[src/design/bjdc_pkg.sv]
// Package for the block-joint deceleration check: map, fields, types and timing
package bjdc_pkg;

    // Number of servo axes that take part in interpolation
    localparam int unsigned NUM_AXES = 4;
    localparam int unsigned WIDTH_W = 16;
    localparam int unsigned TC_W = 16;
    localparam int unsigned DUR_W = 20;

    // Register byte offsets
    localparam logic [7:0] OFS_CONFIG = 8'h00;
    localparam logic [7:0] OFS_SERVO_WIDTH = 8'h04;
    localparam logic [7:0] OFS_RAPID_WIDTH = 8'h08;
    localparam logic [7:0] OFS_CUT_WIDTH = 8'h0C;
    localparam logic [7:0] OFS_STATUS = 8'h10;
    localparam logic [7:0] OFS_AXIS_BASE = 8'h40;
    localparam logic [7:0] OFS_AXIS_STRIDE = 8'h08;
    localparam logic [7:0] OFS_AXIS_CUT = 8'h04;

    // Configuration register fields
    localparam int unsigned CFG_SCHEME_BIT = 0;
    localparam int unsigned CFG_RAPID_METHOD_BIT = 1;
    localparam int unsigned CFG_REV_RAPID_BIT = 3;
    localparam int unsigned CFG_REV_CUT_BIT = 4;
    localparam int unsigned CFG_AUX_LSB = 8;
    localparam int unsigned AUX_CUT_BIT = 1;
    localparam logic [31:0] CFG_MASK = 32'h0000FF1B;

    // Per-axis register fields: time constant low, mode above it
    localparam int unsigned AX_TC_LSB = 0;
    localparam int unsigned AX_MODE_LSB = 16;
    localparam logic [31:0] AX_MASK = 32'h0003FFFF;

    // Status register fields
    localparam int unsigned ST_STATE_LSB = 0;
    localparam int unsigned ST_HOLD_BIT = 3;
    localparam int unsigned ST_METHOD_LSB = 4;
    localparam int unsigned ST_JOINTS_LSB = 16;

    // Reset values
    localparam logic [31:0] CONFIG_RST = 32'h00000000;
    localparam logic [WIDTH_W-1:0] SERVO_WIDTH_RST = 16'h0032;
    localparam logic [WIDTH_W-1:0] BLK_WIDTH_RST = 16'h0000;
    localparam logic [31:0] AXIS_RST = 32'h00000000;

    // Scheme and method selector values
    localparam logic SCHEME_ONE = 1'b0;
    localparam logic SCHEME_TWO = 1'b1;
    localparam logic METHOD_CMD = 1'b0;
    localparam logic METHOD_INPOS = 1'b1;

    // Time constants are given in milliseconds
    localparam int unsigned CLK_NS = 8;
    localparam int unsigned TC_UNIT_NS = 1000000;
    localparam int unsigned TICK_CYCLES = (TC_UNIT_NS + CLK_NS - 1) / CLK_NS;
    // Exponential deceleration is taken as settled after this many time constants
    localparam int unsigned EXP_DECEL_MULT = 4;

    typedef enum logic [1:0] {
        BJDC_ACC_LINEAR = 2'h0,
        BJDC_ACC_EXP = 2'h1,
        BJDC_ACC_EXP_LIN = 2'h2
    } bjdc_acc_mode_t;

    typedef enum logic [1:0] {
        BJDC_CHK_NONE = 2'h0,
        BJDC_CHK_CMD = 2'h1,
        BJDC_CHK_INPOS = 2'h2
    } bjdc_check_t;

    typedef enum logic [2:0] {
        BJDC_ST_IDLE = 3'h1,
        BJDC_ST_DECEL = 3'h2,
        BJDC_ST_INPOS = 3'h4
    } bjdc_state_t;

    // One motion block as the sequencer describes it
    typedef struct packed {
        logic rapid;
        logic exact_stop;
        logic [NUM_AXES-1:0] active;
        logic [NUM_AXES-1:0] negative;
    } bjdc_blk_t;

endpackage

[src/design/bjdc_axis_time.sv]
// Per-axis command deceleration time from mode and time constant
`timescale 1ns/1ns
module bjdc_axis_time (
    input wire logic [1:0] mode,
    input wire logic [bjdc_pkg::TC_W-1:0] time_const,
    output logic [bjdc_pkg::DUR_W-1:0] ticks
);

    // Linear deceleration ends in one time constant; exponential tail is cut off
    always_comb begin
        ticks = bjdc_pkg::DUR_W'(time_const);
        if (mode == bjdc_pkg::BJDC_ACC_EXP) begin
            ticks = bjdc_pkg::DUR_W'(time_const) *
                    bjdc_pkg::DUR_W'(bjdc_pkg::EXP_DECEL_MULT);
        end
    end

endmodule

[src/design/bjdc_top.sv]
// Block-joint deceleration check: decision, command wait and in-position wait
//
// Overview of operation
// - Rapid traverse joints are always checked
// - Cutting joints checked on error-detect, G09 or G61
// - Selector picks scheme one or scheme two
// - Scheme one: rapid method bit picks check
// - Scheme one: cut option bit picks G1 check
// - Scheme two: rapid bit governs G0, G1+G9
// - Command check waits for command-side deceleration end
// - Wait length from mode and time constant
// - Rapid wait is longest over commanded axes
// - Cutting wait is longest over commanded axes
// - In-position: command wait, then error below width
// - Width is larger of servo and block width
// - Reversal check only when some axis reverses
// - G1 to G0 reversal uses rapid reversal flag
// - G1 to G1 reversal uses cut reversal flag
// - Zero block width leaves servo width alone
// - Rapid reversal flag: 0 off, 1 on
// - Cut reversal flag: 0 off, 1 on
// - Error-detect switch forces in-position check
`timescale 1ns/1ns
module bjdc_top #(
    parameter int unsigned TICK_CYCLES = bjdc_pkg::TICK_CYCLES
) (
    input wire logic mclk,
    input wire logic sys_rst,
    input wire logic [7:0] reg_addr,
    input wire logic [31:0] reg_wdata,
    input wire logic reg_wr,
    input wire logic reg_rd,
    output logic [31:0] reg_rdata,
    input wire logic blk_end,
    input wire bjdc_pkg::bjdc_blk_t cur_blk,
    input wire bjdc_pkg::bjdc_blk_t nxt_blk,
    input wire logic error_detect_sw,
    input wire logic exact_stop_mode,
    input wire logic [bjdc_pkg::NUM_AXES-1:0][bjdc_pkg::WIDTH_W-1:0] posn_err,
    output logic blk_hold,
    output bjdc_pkg::bjdc_check_t check_kind
);

    localparam int unsigned NA = bjdc_pkg::NUM_AXES;
    localparam int unsigned WW = bjdc_pkg::WIDTH_W;
    localparam int unsigned DW = bjdc_pkg::DUR_W;

    logic [31:0] config_q;
    logic [WW-1:0] servo_width_q;
    logic [WW-1:0] rapid_width_q;
    logic [WW-1:0] cut_width_q;
    logic [NA-1:0][31:0] axis_rapid_q;
    logic [NA-1:0][31:0] axis_cut_q;
    logic [NA-1:0][DW-1:0] axis_ticks;
    bjdc_pkg::bjdc_state_t state_q;
    bjdc_pkg::bjdc_check_t method_d;
    bjdc_pkg::bjdc_check_t method_q;
    bjdc_pkg::bjdc_blk_t blk_q;
    logic [DW-1:0] dur_d;
    logic [DW-1:0] cnt_q;
    logic [31:0] div_q;
    logic tick;
    logic [15:0] joints_q;
    logic reversal;
    logic rev_check;
    logic exact;
    logic [WW-1:0] blk_width;
    logic [WW-1:0] eff_width;
    logic all_in;
    logic take;

    logic scheme;
    logic rapid_method;
    logic cut_option;
    logic rev_to_rapid;
    logic rev_to_cut;

    // Configuration fields
    assign scheme = config_q[bjdc_pkg::CFG_SCHEME_BIT];
    assign rapid_method = config_q[bjdc_pkg::CFG_RAPID_METHOD_BIT];
    assign cut_option = config_q[bjdc_pkg::CFG_AUX_LSB + bjdc_pkg::AUX_CUT_BIT];
    assign rev_to_rapid = config_q[bjdc_pkg::CFG_REV_RAPID_BIT];
    assign rev_to_cut = config_q[bjdc_pkg::CFG_REV_CUT_BIT];

    // Shared register writes; reserved bits are masked so they read zero
    always_ff @(posedge mclk or posedge sys_rst) begin
        if (sys_rst) begin
            config_q <= bjdc_pkg::CONFIG_RST;
            servo_width_q <= bjdc_pkg::SERVO_WIDTH_RST;
            rapid_width_q <= bjdc_pkg::BLK_WIDTH_RST;
            cut_width_q <= bjdc_pkg::BLK_WIDTH_RST;
        end else if (reg_wr) begin
            if (reg_addr == bjdc_pkg::OFS_CONFIG) begin
                config_q <= reg_wdata & bjdc_pkg::CFG_MASK;
            end else if (reg_addr == bjdc_pkg::OFS_SERVO_WIDTH) begin
                servo_width_q <= reg_wdata[WW-1:0];
            end else if (reg_addr == bjdc_pkg::OFS_RAPID_WIDTH) begin
                rapid_width_q <= reg_wdata[WW-1:0];
            end else if (reg_addr == bjdc_pkg::OFS_CUT_WIDTH) begin
                cut_width_q <= reg_wdata[WW-1:0];
            end
        end
    end

    // Per-axis mode and time constant, one pair of words for each axis
    genvar gi;
    generate
        for (gi = 0; gi < NA; gi++) begin : g_axis
            localparam logic [7:0] OFS_R = 8'(bjdc_pkg::OFS_AXIS_BASE + gi * 8);
            localparam logic [7:0] OFS_C = 8'(OFS_R + bjdc_pkg::OFS_AXIS_CUT);
            logic [31:0] sel;

            always_ff @(posedge mclk or posedge sys_rst) begin
                if (sys_rst) begin
                    axis_rapid_q[gi] <= bjdc_pkg::AXIS_RST;
                    axis_cut_q[gi] <= bjdc_pkg::AXIS_RST;
                end else if (reg_wr) begin
                    if (reg_addr == OFS_R) begin
                        axis_rapid_q[gi] <= reg_wdata & bjdc_pkg::AX_MASK;
                    end else if (reg_addr == OFS_C) begin
                        axis_cut_q[gi] <= reg_wdata & bjdc_pkg::AX_MASK;
                    end
                end
            end

            // Rapid blocks use rapid settings, cutting blocks the cutting ones
            assign sel = cur_blk.rapid ? axis_rapid_q[gi] : axis_cut_q[gi];

            bjdc_axis_time u_time (
                .mode(sel[bjdc_pkg::AX_MODE_LSB +: 2]),
                .time_const(sel[bjdc_pkg::AX_TC_LSB +: bjdc_pkg::TC_W]),
                .ticks(axis_ticks[gi])
            );
        end
    endgenerate

    // Longest wait among the axes commanded in the finished block
    always_comb begin
        dur_d = '0;
        for (int i = 0; i < NA; i++) begin
            if (cur_blk.active[i] && axis_ticks[i] > dur_d) begin
                dur_d = axis_ticks[i];
            end
        end
    end

    // Direction reversal of any axis moving in both blocks
    always_comb begin
        reversal = 1'b0;
        for (int i = 0; i < NA; i++) begin
            if (cur_blk.active[i] && nxt_blk.active[i] &&
                cur_blk.negative[i] != nxt_blk.negative[i]) begin
                reversal = 1'b1;
            end
        end
    end

    // Reversal check is only offered after a cutting block
    assign rev_check = !cur_blk.rapid && reversal &&
                       (nxt_blk.rapid ? rev_to_rapid : rev_to_cut);
    assign exact = cur_blk.exact_stop || exact_stop_mode;

    // Joint decision; error-detect has the last word
    always_comb begin
        method_d = bjdc_pkg::BJDC_CHK_NONE;
        if (cur_blk.rapid) begin
            // Rapid joints are never skipped
            method_d = (rapid_method == bjdc_pkg::METHOD_INPOS) ?
                       bjdc_pkg::BJDC_CHK_INPOS : bjdc_pkg::BJDC_CHK_CMD;
        end else if (scheme == bjdc_pkg::SCHEME_ONE) begin
            if (exact) begin
                method_d = cut_option ?
                           bjdc_pkg::BJDC_CHK_INPOS : bjdc_pkg::BJDC_CHK_CMD;
            end else if (cut_option) begin
                method_d = bjdc_pkg::BJDC_CHK_INPOS;
            end
        end else if (exact) begin
            // Plain G1 under scheme two stays unchecked unless a reversal check or error-detect applies
            method_d = (rapid_method == bjdc_pkg::METHOD_INPOS) ?
                       bjdc_pkg::BJDC_CHK_INPOS : bjdc_pkg::BJDC_CHK_CMD;
        end
        if (rev_check && method_d == bjdc_pkg::BJDC_CHK_NONE) begin
            method_d = bjdc_pkg::BJDC_CHK_CMD;
        end
        if (error_detect_sw) begin
            method_d = bjdc_pkg::BJDC_CHK_INPOS;
        end
    end

    // A joint is taken only while idle; the sequencer waits on the hold
    assign take = blk_end && state_q == bjdc_pkg::BJDC_ST_IDLE &&
                  method_d != bjdc_pkg::BJDC_CHK_NONE;
    assign blk_hold = take || state_q != bjdc_pkg::BJDC_ST_IDLE;

    // Millisecond enable; restarted at each joint so the first tick is a full one
    always_ff @(posedge mclk or posedge sys_rst) begin
        if (sys_rst) begin
            div_q <= '0;
        end else if (state_q != bjdc_pkg::BJDC_ST_DECEL || tick) begin
            div_q <= '0;
        end else begin
            div_q <= div_q + 32'h00000001;
        end
    end
    assign tick = div_q == 32'(TICK_CYCLES - 1);

    // In-position width: block width counts only when set
    assign blk_width = blk_q.rapid ? rapid_width_q : cut_width_q;
    assign eff_width = (blk_width == '0 || blk_width < servo_width_q) ?
                       servo_width_q : blk_width;

    // Every axis of the finished block must have settled
    always_comb begin
        all_in = 1'b1;
        for (int i = 0; i < NA; i++) begin
            if (blk_q.active[i] && posn_err[i] >= eff_width) begin
                all_in = 1'b0;
            end
        end
    end

    // Joint sequencing
    always_ff @(posedge mclk or posedge sys_rst) begin
        if (sys_rst) begin
            state_q <= bjdc_pkg::BJDC_ST_IDLE;
            cnt_q <= '0;
            method_q <= bjdc_pkg::BJDC_CHK_NONE;
            blk_q <= '0;
        end else begin
            case (state_q)
                bjdc_pkg::BJDC_ST_IDLE: begin
                    if (take) begin
                        state_q <= bjdc_pkg::BJDC_ST_DECEL;
                        cnt_q <= dur_d;
                        method_q <= method_d;
                        blk_q <= cur_blk;
                    end
                end
                bjdc_pkg::BJDC_ST_DECEL: begin
                    if (cnt_q == '0) begin
                        // In-position always follows a full command wait
                        state_q <= (method_q == bjdc_pkg::BJDC_CHK_INPOS) ?
                                   bjdc_pkg::BJDC_ST_INPOS : bjdc_pkg::BJDC_ST_IDLE;
                    end else if (tick) begin
                        cnt_q <= cnt_q - DW'(1);
                    end
                end
                bjdc_pkg::BJDC_ST_INPOS: begin
                    if (all_in) begin
                        state_q <= bjdc_pkg::BJDC_ST_IDLE;
                    end
                end
                default: begin
                    state_q <= bjdc_pkg::BJDC_ST_IDLE;
                end
            endcase
        end
    end

    // Count of checked joints, wraps
    always_ff @(posedge mclk or posedge sys_rst) begin
        if (sys_rst) begin
            joints_q <= 16'h0000;
        end else if (take) begin
            joints_q <= joints_q + 16'h0001;
        end
    end

    // Kind of the running check, none while idle
    always_ff @(posedge mclk or posedge sys_rst) begin
        if (sys_rst) begin
            check_kind <= bjdc_pkg::BJDC_CHK_NONE;
        end else if (take) begin
            check_kind <= method_d;
        end else if (state_q == bjdc_pkg::BJDC_ST_IDLE ||
                     (state_q == bjdc_pkg::BJDC_ST_INPOS && all_in) ||
                     (state_q == bjdc_pkg::BJDC_ST_DECEL && cnt_q == '0 &&
                      method_q != bjdc_pkg::BJDC_CHK_INPOS)) begin
            check_kind <= bjdc_pkg::BJDC_CHK_NONE;
        end
    end

    // Read data stands only in the cycle after the strobe
    always_ff @(posedge mclk or posedge sys_rst) begin
        if (sys_rst) begin
            reg_rdata <= 32'h00000000;
        end else begin
            reg_rdata <= 32'h00000000;
            if (reg_rd) begin
                if (reg_addr == bjdc_pkg::OFS_CONFIG) begin
                    reg_rdata <= config_q;
                end else if (reg_addr == bjdc_pkg::OFS_SERVO_WIDTH) begin
                    reg_rdata <= 32'(servo_width_q);
                end else if (reg_addr == bjdc_pkg::OFS_RAPID_WIDTH) begin
                    reg_rdata <= 32'(rapid_width_q);
                end else if (reg_addr == bjdc_pkg::OFS_CUT_WIDTH) begin
                    reg_rdata <= 32'(cut_width_q);
                end else if (reg_addr == bjdc_pkg::OFS_STATUS) begin
                    reg_rdata[bjdc_pkg::ST_STATE_LSB +: 3] <= state_q;
                    reg_rdata[bjdc_pkg::ST_HOLD_BIT] <= blk_hold;
                    reg_rdata[bjdc_pkg::ST_METHOD_LSB +: 2] <= method_q;
                    reg_rdata[bjdc_pkg::ST_JOINTS_LSB +: 16] <= joints_q;
                end else begin
                    // Axis words; unmapped addresses read zero
                    for (int i = 0; i < NA; i++) begin
                        if (reg_addr == 8'(bjdc_pkg::OFS_AXIS_BASE + i * 8)) begin
                            reg_rdata <= axis_rapid_q[i];
                        end else if (reg_addr == 8'(bjdc_pkg::OFS_AXIS_BASE + i * 8 +
                                                    bjdc_pkg::OFS_AXIS_CUT)) begin
                            reg_rdata <= axis_cut_q[i];
                        end
                    end
                end
            end
        end
    end

endmodule

[config.mk]
export PLATFORM = sky130hd
export DESIGN_NAME = bjdc_top
export DESIGN_NICKNAME = d
export VERILOG_FILES = /design/src/design/bjdc_pkg.sv /design/src/design/bjdc_axis_time.sv /design/src/design/bjdc_top.sv
export SDC_FILE = /design/constraint.sdc
export NUM_CORES = 1
export LEC_CHECK = 0
export ABC_CLOCK_PERIOD_IN_PS = 14900
export BUFFER_PORTS_ARGS = -buffer_cell sky130_fd_sc_hd__buf_2
export CAP_MARGIN = 20
export CORE_MARGIN = 4
export CORE_UTILIZATION = 55
export DETAILED_ROUTE_END_ITERATION = 7
export GPL_ROUTABILITY_DRIVEN = 0
export PLACE_DENSITY = 0.74
export SLEW_MARGIN = 30
export SYNTH_ARGS = -nofsm -noshare
export SYNTH_HDL_FRONTEND = slang
export SYNTH_SLANG_ARGS = --single-unit
[constraint.sdc]
create_clock -name mclk -period 14.9 [get_ports mclk]
set_input_delay 1.49 -clock mclk [delete_from_list [all_inputs] [get_ports mclk]]
set_output_delay 1.49 -clock mclk [all_outputs]
set_load 0.03 [all_outputs]
==> results of run 1 <==
[state kept, by name (all words and copies together) (netlist names)]
| register | cells |
|---|---|
| cut_width_q | 16 |
| div_q | 32 |
| check_kind | 2 |
| reg_rdata | 32 |
| rapid_width_q | 16 |
| cnt_q | 20 |
| joints_q | 16 |
| axis_rapid_q | 72 |
| servo_width_q | 16 |
| state_q | 3 |
| config_q | 12 |
| axis_cut_q | 72 |
| blk_q | 5 |
| method_q | 2 |
[report_power, final]
| part | switching [µW] | total, µW | leakage (µW) | internal, µW |
|---|---|---|---|---|
| clock network | 353 | 914 | 0.000596 | 560 |
| logic | 338 | 586 | 0.00545 | 248 |
| registers | 96.6 | 1030 | 0.00431 | 934 |
[logic make-up (layout without fill, tap and decap cells)]
family / Yosys count / in the layout / synth area share, %
flip-flops: 316 / 316 / 39.9
AO/OA/AOI/OAI: 372 / 372 / 12.4
adder cells (fa/ha/maj): 136 / 136 / 8.59
multiplexers: 311 / 311 / 19.9
XOR/XNOR: 49 / 49 / 2.17
AND/OR/NAND/NOR: 559 / 559 / 13.8
buffers and inverters: 155 / 282 / 3.18
other: 0 / 2 / 0
[cell usage in the layout, fill, tap and decap left out, drive strengths merged, types with 38 or more instances in the layout]
cell type / instances
dfrtp: 312
mux2: 230
nand2: 168
buf: 168
ha: 136
nor2: 130
a21oi: 89
o21ai: 77
inv: 53
clkbuf: 52
nand3: 51
mux4: 43
nor3: 39
mux2i: 38
[final timing paths]
kind	start	endpoint	slack, ps	cells after the start
hold / removal	div_q[0]$_DFF_PP0_	div_q[0]$_DFF_PP0_	460	1
hold reg to reg	div_q[0]$_DFF_PP0_	div_q[0]$_DFF_PP0_	460	1
setup / recovery	cur_blk[9]	cnt_q[10]$_DFFE_PP0P_	5090	29
setup reg to reg	axis_rapid_q[16]$_DFFE_PP0P_	cnt_q[10]$_DFFE_PP0P_	6360	28
min in group asynchronous	sys_rst	reg_rdata[9]$_DFF_PP0_	1070	2
max in group asynchronous	sys_rst	axis_rapid_q[113]$_DFFE_PP0P_	12470	4
[cells in the mapped netlist, types with 8 or more instances]
cell type	count
dfrtp_1	312
mux2_2	230
nand2_1	168
ha_1	136
nor2_1	127
a21oi_1	89
o21ai_0	75
clkbuf_1	66
inv_1	52
nand3_1	51
mux4_2	43
nor3_1	39
mux2i_1	38
a22oi_1	33
nand4_1	33
o22ai_1	30
xor2_1	29
and2_1	23
buf_2	23
and3_1	20
xnor2_1	20
nor2b_1	18
nor4_1	17
a211oi_1	15
o221ai_1	14
a31oi_1	13
o211ai_1	13
a21o_1	11
nand2b_1	11
or3_1	10
a221oi_1	9
a222oi_1	9
buf_1	9
o21a_1	8
[worst reg2reg max path, delay by kind of cell, from the launching register on]
family / cells / cell delay, ps
AOI/OAI and AO/OA: 11 / 2780
buffers and inverters: 2 / 400
and+or+nand+nor: 11 / 3400
DFF: 1 / 390
adders and majority gates: 3 / 990
muxes: 1 / 440
[through the flow]
stage | instance area, µm² | hold slack, ps
detailed placement | 20900 | 449
global route | 22100 | 470
floorplan | 19800 | 433
CTS | 22100 | 456
finish | 22100 | 457
global placement | 20900 | 447
[area by class of cell]
class	instances	area [µm²]	share of cell area (%)
clock inverter	9	151	0.684
clock buffer	52	1060	4.79
inverter	53	211	0.955
tap	461	577	2.61
antenna	2	5.00	0.0226
sequential	316	7910	35.7
multi-input combinational	1427	11300	51.1
timing repair buffer	168	920	4.15
[metal layers]
layer	wire, µm	global-route usage (%)
met5	25	0
met4	3040	13.7
met3	6140	6.79
met2	26700	45.6
met1	24000	41.0
==> qor.csv, run 1 <==
stage,metric,value,unit
die,Die Width,198,µm
placed_design,Port Buffers,150,
worst_setup_path,kind of cell adding the most delay to the critical path,compound AO/OA/AOI/OAI gates,
logic_synthesis,cell area after synthesis,0.0198,mm²
logic_synthesis,"EDFF count, synth",0,
grt,vias in the first global route,16200,
drt,final wirelength,59900,µm
power,peak supply drop,113,µV
worst_setup_path,Required @ worst endpoint,15280,ps
logic_synthesis,Syn Area/Cell,10.4,µm²
drt,Via density,6.63,
clock_tree,CTS sink count,316,
timing,Final Cycle Share,65.9,%
power,Pwr Total,2530,µW
placed_design,detailed placement HPWL,44000,µm
worst_setup_path,CP Capture Type,flop,
logic_synthesis,Post-synth top flop,dfrtp_1,
drt,DR iter-0 viols,1843,
timing,final-report setup violation count,0,
logic_synthesis,Synth area leaders,"dfrtp_1 39%, mux2_2 13%, ha_1 8.6%",
logic_synthesis,Yosys cell types,77,
drt,post-route ant nets,0,
grt,initial antenna violation count,2,
timing,RSZ-0062 raised after global routing,no,
clock_tree,# resized after CTS,0,
clock_tree,Skew-Pair Late Insertion Delay,530,ps
clock_tree,clock slew at reported path FFs,50,ps
die,die area,0.0391,mm²
timing,Slew HR,31.4,%
logic_synthesis,Synth Instances,1898,
finish,Nets,2268,
die,core area,0.0356,mm²
finish,layout cells sized above 1,26.2,%
worst_setup_path,critical path class,in2reg,
timing,f_max,102,MHz
worst_setup_path,Worst setup SP type,primary input,
min_path,worst min-delay path class,reg2reg,
placed_design,Post-Place Setup Slack,4740,ps
timing,Max Clock Skew,22.4,ps
worst_setup_path,CP max FO,36,
finish,synth-to-layout area growth,11.8,%
grt,Tot GR Track Use,29.9,%
clock_tree,CTS max path bufs,3,
clock_tree,CTS Hold Buffers Added,0,
die,Rows,69,
clock_tree,number of H-tree levels,2,
finish,Non-Filler Instances,2488,
worst_setup_path,crit path max-delay cell type,a31o_2,
timing,actual slew at the worst max-slew pin,1030,ps
logic_synthesis,number of synthesized register bits,316,
worst_setup_path,Worst Path Arrival,10200,ps
worst_setup_path,CP bufs+invs,5,
drt,Vias,16500,
run,maxcap violations,0,
drt,Detailed Routing Iterations Pass 1,8,
clock_tree,cell chosen for the clock root,clkbuf_16,
drt,DR WL/cell,24.1,µm
power,P per Cell Area,114,mW/mm²
grt,largest net degree at the start of global routing,171,
clock_tree,CTS tree,done,
clock_tree,total CTS buffers,35,
logic_synthesis,"Seq/Total Area, Yosys",39.9,%
logic_synthesis,"Warnings, synthesis",0,
die,die height,198,µm
finish,# fillers,2845,
drt,DRC viols,0,
timing,setup TNS,0,ps
outcome,status,"finished, final reports clean",
grt,first-pass GRT wire length,92300,µm
clock_tree,total setup buffers inserted after CTS,0,
placed_design,Placed Cells,2422,
finish,final core utilization,62.2,%
logic_synthesis,largest area contributor in the netlist,dfrtp_1,
die,Initial Util,55.7,%
timing,PnR worst setup slack,5090,ps
die,Top-Level Pins,166,
timing,Tmin final,9810,ps
timing,Final Hold Fails,0,
grt,aggregate global routing overflow,0,
power,static leakage,0.0104,µW
worst_setup_path,CP peak stage delay,580,ps
logic_synthesis,top-area cell type share of the netlist area,39.4,%
logic_synthesis,"FFs w/ async S/R, synth",100,%
logic_synthesis,Synth Net Count,2165,
timing,max-slew violation count,0,
Power figures use the tool's default switching activity.
==> run 2, diff against run 1 <==
- ABC_AREA: not set -> 1
- ABC_CLOCK_PERIOD_IN_PS: 14900 -> 9700
- clock period: 14.9 -> 9.7 ns (I/O delays scaled with it)
==> qor.csv, run 2 <==
stage,metric,value,unit,change
clock_tree,CTS max path bufs,3,,unchanged
grt,largest net degree at the start of global routing,77,,-55%
timing,setup TNS,0,ps,unchanged
outcome,status,"finished, final reports clean",,
logic_synthesis,number of synthesized register bits,316,,unchanged
power,static leakage,0.0111,µW,+6.9%
clock_tree,# resized after CTS,0,,unchanged
logic_synthesis,"EDFF count, synth",0,,unchanged
run,maxcap violations,0,,unchanged
logic_synthesis,"FFs w/ async S/R, synth",100,%,unchanged
logic_synthesis,"Seq/Total Area, Yosys",38.8,%,-1.1 points
timing,Final Hold Fails,0,,unchanged
finish,Non-Filler Instances,3385,,+36%
drt,post-route ant nets,0,,unchanged
clock_tree,number of H-tree levels,2,,unchanged
drt,Vias,19700,,+19%
logic_synthesis,Synth Net Count,3076,,+42%
timing,Tmin final,8890,ps,
worst_setup_path,crit path launch,cur_blk[9],,
timing,final-report setup violation count,0,,unchanged
grt,Tot GR Track Use,28.6,%,-1.4 points
worst_setup_path,Worst Path Arrival,9350,ps,-850 ps
drt,met3 WL,4680,µm,-24%
finish,synth-to-layout area growth,10.4,%,
finish,Nets,3158,,+39%
finish,Final Cell Area,0.0225,mm²,+1.7%
die,die height,201,µm,+1.4%
clock_tree,clock slew at reported path FFs,60,ps,about the same
clock_tree,cell chosen for the clock root,clkbuf_16,,
finish,layout cells sized above 1,10.3,%,-16 points
grt,aggregate global routing overflow,0,,unchanged
placed_design,Port Buffers,150,,unchanged
die,Die Width,201,µm,+1.4%
timing,Slew HR,27.1,%,-4.3 points
worst_setup_path,critical path class,in2reg,,
drt,DR WL/cell,17.7,µm,-26%
worst_setup_path,Reg-to-Reg Start,axis_cut_q[17]$_DFFE_PP0P_,,
drt,DRC viols,0,,unchanged
worst_setup_path,"Top cell by count, worst path",nand2_1,,
grt,first-pass GRT wire length,94000,µm,+1.8%
drt,wire length on met2,27800,µm,+4.1%
die,core area,0.0366,mm²,+2.9%
logic_synthesis,most frequent cells after synthesis,"846 x nand2_1, 381 x o21ai_0, 312 x dfrtp_1, 263 x inv_1, 180 x nor2_1",,
timing,f_max,113,MHz,
worst_setup_path,FF-to-FF End,cnt_q[15]$_DFFE_PP0P_,,
worst_setup_path,Worst setup SP type,primary input,,
clock_tree,CTS sink count,316,,unchanged
worst_setup_path,R2R setup slack,1480,ps,-4880 ps
drt,Top Layer Used,met5,,
logic_synthesis,Synth Instances,2809,,+48%
die,Rows,70,,+1.4%
worst_setup_path,CP peak stage delay,560,ps,-20 ps
logic_synthesis,cell with the most instances after synthesis,nand2_1,,
logic_synthesis,Post-synth top flop,dfrtp_1,,
die,Initial Util,55.7,%,about the same
logic_synthesis,top-area cell type share of the netlist area,38.3,%,-1.1 points
die,die area,0.0402,mm²,+2.8%
worst_setup_path,crit path to,cnt_q[15]$_DFFE_PP0P_,,
min_path,worst min-delay path class,in2async,,
clock_tree,Skew-Pair Late Insertion Delay,560,ps,+30 ps
placed_design,placed instance area,0.0213,mm²,+2.1%
placed_design,Placed Cells,3320,,+37%
finish,final core utilization,61.5,%,-0.73 points
placed_design,detailed placement HPWL,44700,µm,+1.5%
logic_synthesis,"Warnings, synthesis",0,,unchanged
power,peak supply drop,152,µV,+34%
grt,vias in the first global route,18000,,+11%
timing,Max Clock Skew,31.9,ps,+9.51 ps
drt,Metal-1 WL,25700,µm,+6.9%
worst_setup_path,CP Capture Type,flop,,
timing,RSZ-0062 raised after global routing,no,,
clock_tree,total CTS buffers,37,,+5.7%
worst_setup_path,crit path max-delay cell type,buf_4,,
logic_synthesis,Syn Area/Cell,7.26,µm²,-30%
drt,final wirelength,59900,µm,about the same
logic_synthesis,Yosys cell types,52,,-32%
drt,DR iter-0 viols,1905,,+3.4%
timing,actual slew at the worst max-slew pin,1080,ps,+55.3 ps
logic_synthesis,cell area after synthesis,0.0204,mm²,+3.0%
worst_setup_path,CP max FO,62,,+72%
logic_synthesis,largest area contributor in the netlist,dfrtp_1,,
finish,Largest regs,"axis_cut_q x72, axis_rapid_q x72",,
finish,"leading cell types in the layout, fill and taps excluded","835 x nand2_1, 380 x o21ai_0, 312 x dfrtp_1",,
clock_tree,CTS Hold Buffers Added,0,,unchanged
drt,Detailed Routing Iterations Pass 1,8,,unchanged
power,P per Cell Area,207,mW/mm²,+81%
logic_synthesis,Synth area leaders,"dfrtp_1 38%, nand2_1 16%, o21ai_0 9.3%",,
timing,final hold slack,452,ps,-4.41 ps
timing,Final Cycle Share,91.6,%,
worst_setup_path,FF-to-FF path depth,43,,+54%
drt,Via density,5.81,,-12%
clock_tree,total setup buffers inserted after CTS,0,,unchanged
finish,"commonest non-fill, non-tap cell in the layout",nand2_1,,
die,Top-Level Pins,166,,unchanged
clock_tree,CTS tree,done,,
worst_setup_path,Required @ worst endpoint,10170,ps,-5110 ps
grt,initial antenna violation count,2,,unchanged
timing,max-slew violation count,0,,unchanged
run 2: report_power, final:
| part | switching, µW | internal, µW |
|---|---|---|
| Sequential | 136 | 1450 |
| Combinational | 1150 | 586 |
| Clock | 566 | 759 |
run 2: critical path: cells and delay by family:
family                     cells  cell delay, ps
buffers and inverters          7            2260
AOI/OAI and AO/OA              7            1770
and+or+nand+nor               20            3650
adders and majority gates      3             670
run 2: through the flow:
stage	setup slack [ps]	total power, µW
after floorplan	3040	2840
after global placement	527	3200
after detailed placement	285	3300
after CTS	812	4630
after global routing	87.1	4980
final	812	4650
run 2: per-layer routing:
metal / vias to the layer above / track usage (%)
met2: 821 / 45.5
met5: - / 0
met3: 120 / 4.41
met4: 2 / 8.90
li1: 9451 / -
met1: 9279 / 40.5
run 2: how the worst min path moves through the flow:
stage | startpoint | end | depth (start not counted) | slack, ps
after global routing | sys_rst | joints_q[13]$_DFFE_PP0P_ | 2 | 470
after detailed placement | div_q[0]$_DFF_PP0_ | div_q[0]$_DFF_PP0_ | 1 | 460
after global placement | div_q[0]$_DFF_PP0_ | div_q[0]$_DFF_PP0_ | 1 | 450
after CTS | sys_rst | joints_q[13]$_DFFE_PP0P_ | 2 | 440
after floorplan | div_q[0]$_DFF_PP0_ | div_q[0]$_DFF_PP0_ | 1 | 430
final | sys_rst | joints_q[13]$_DFFE_PP0P_ | 2 | 450
run 2: kinds of logic after synthesis:
| logic type | share of synthesized area, % |
|---|---|
| AO/OA/AOI/OAI | 15.9 |
| XOR/XNOR | 0.988 |
| adder cells (fa/ha/maj) | 8.34 |
| buffers and inverters | 7.80 |
| flip-flops | 38.8 |
| multiplexers | 0.896 |
| AND/OR/NAND/NOR | 27.2 |
run 2: cell type report:
cell class,count,area [µm²]
inverter,274,1040
sequential,316,7910
timing repair buffer,164,880
clock inverter,11,116
antenna,1,2.50
multi-input combinational,2098,10900
fill,3248,14100
clock buffer,53,1050
tap,468,586
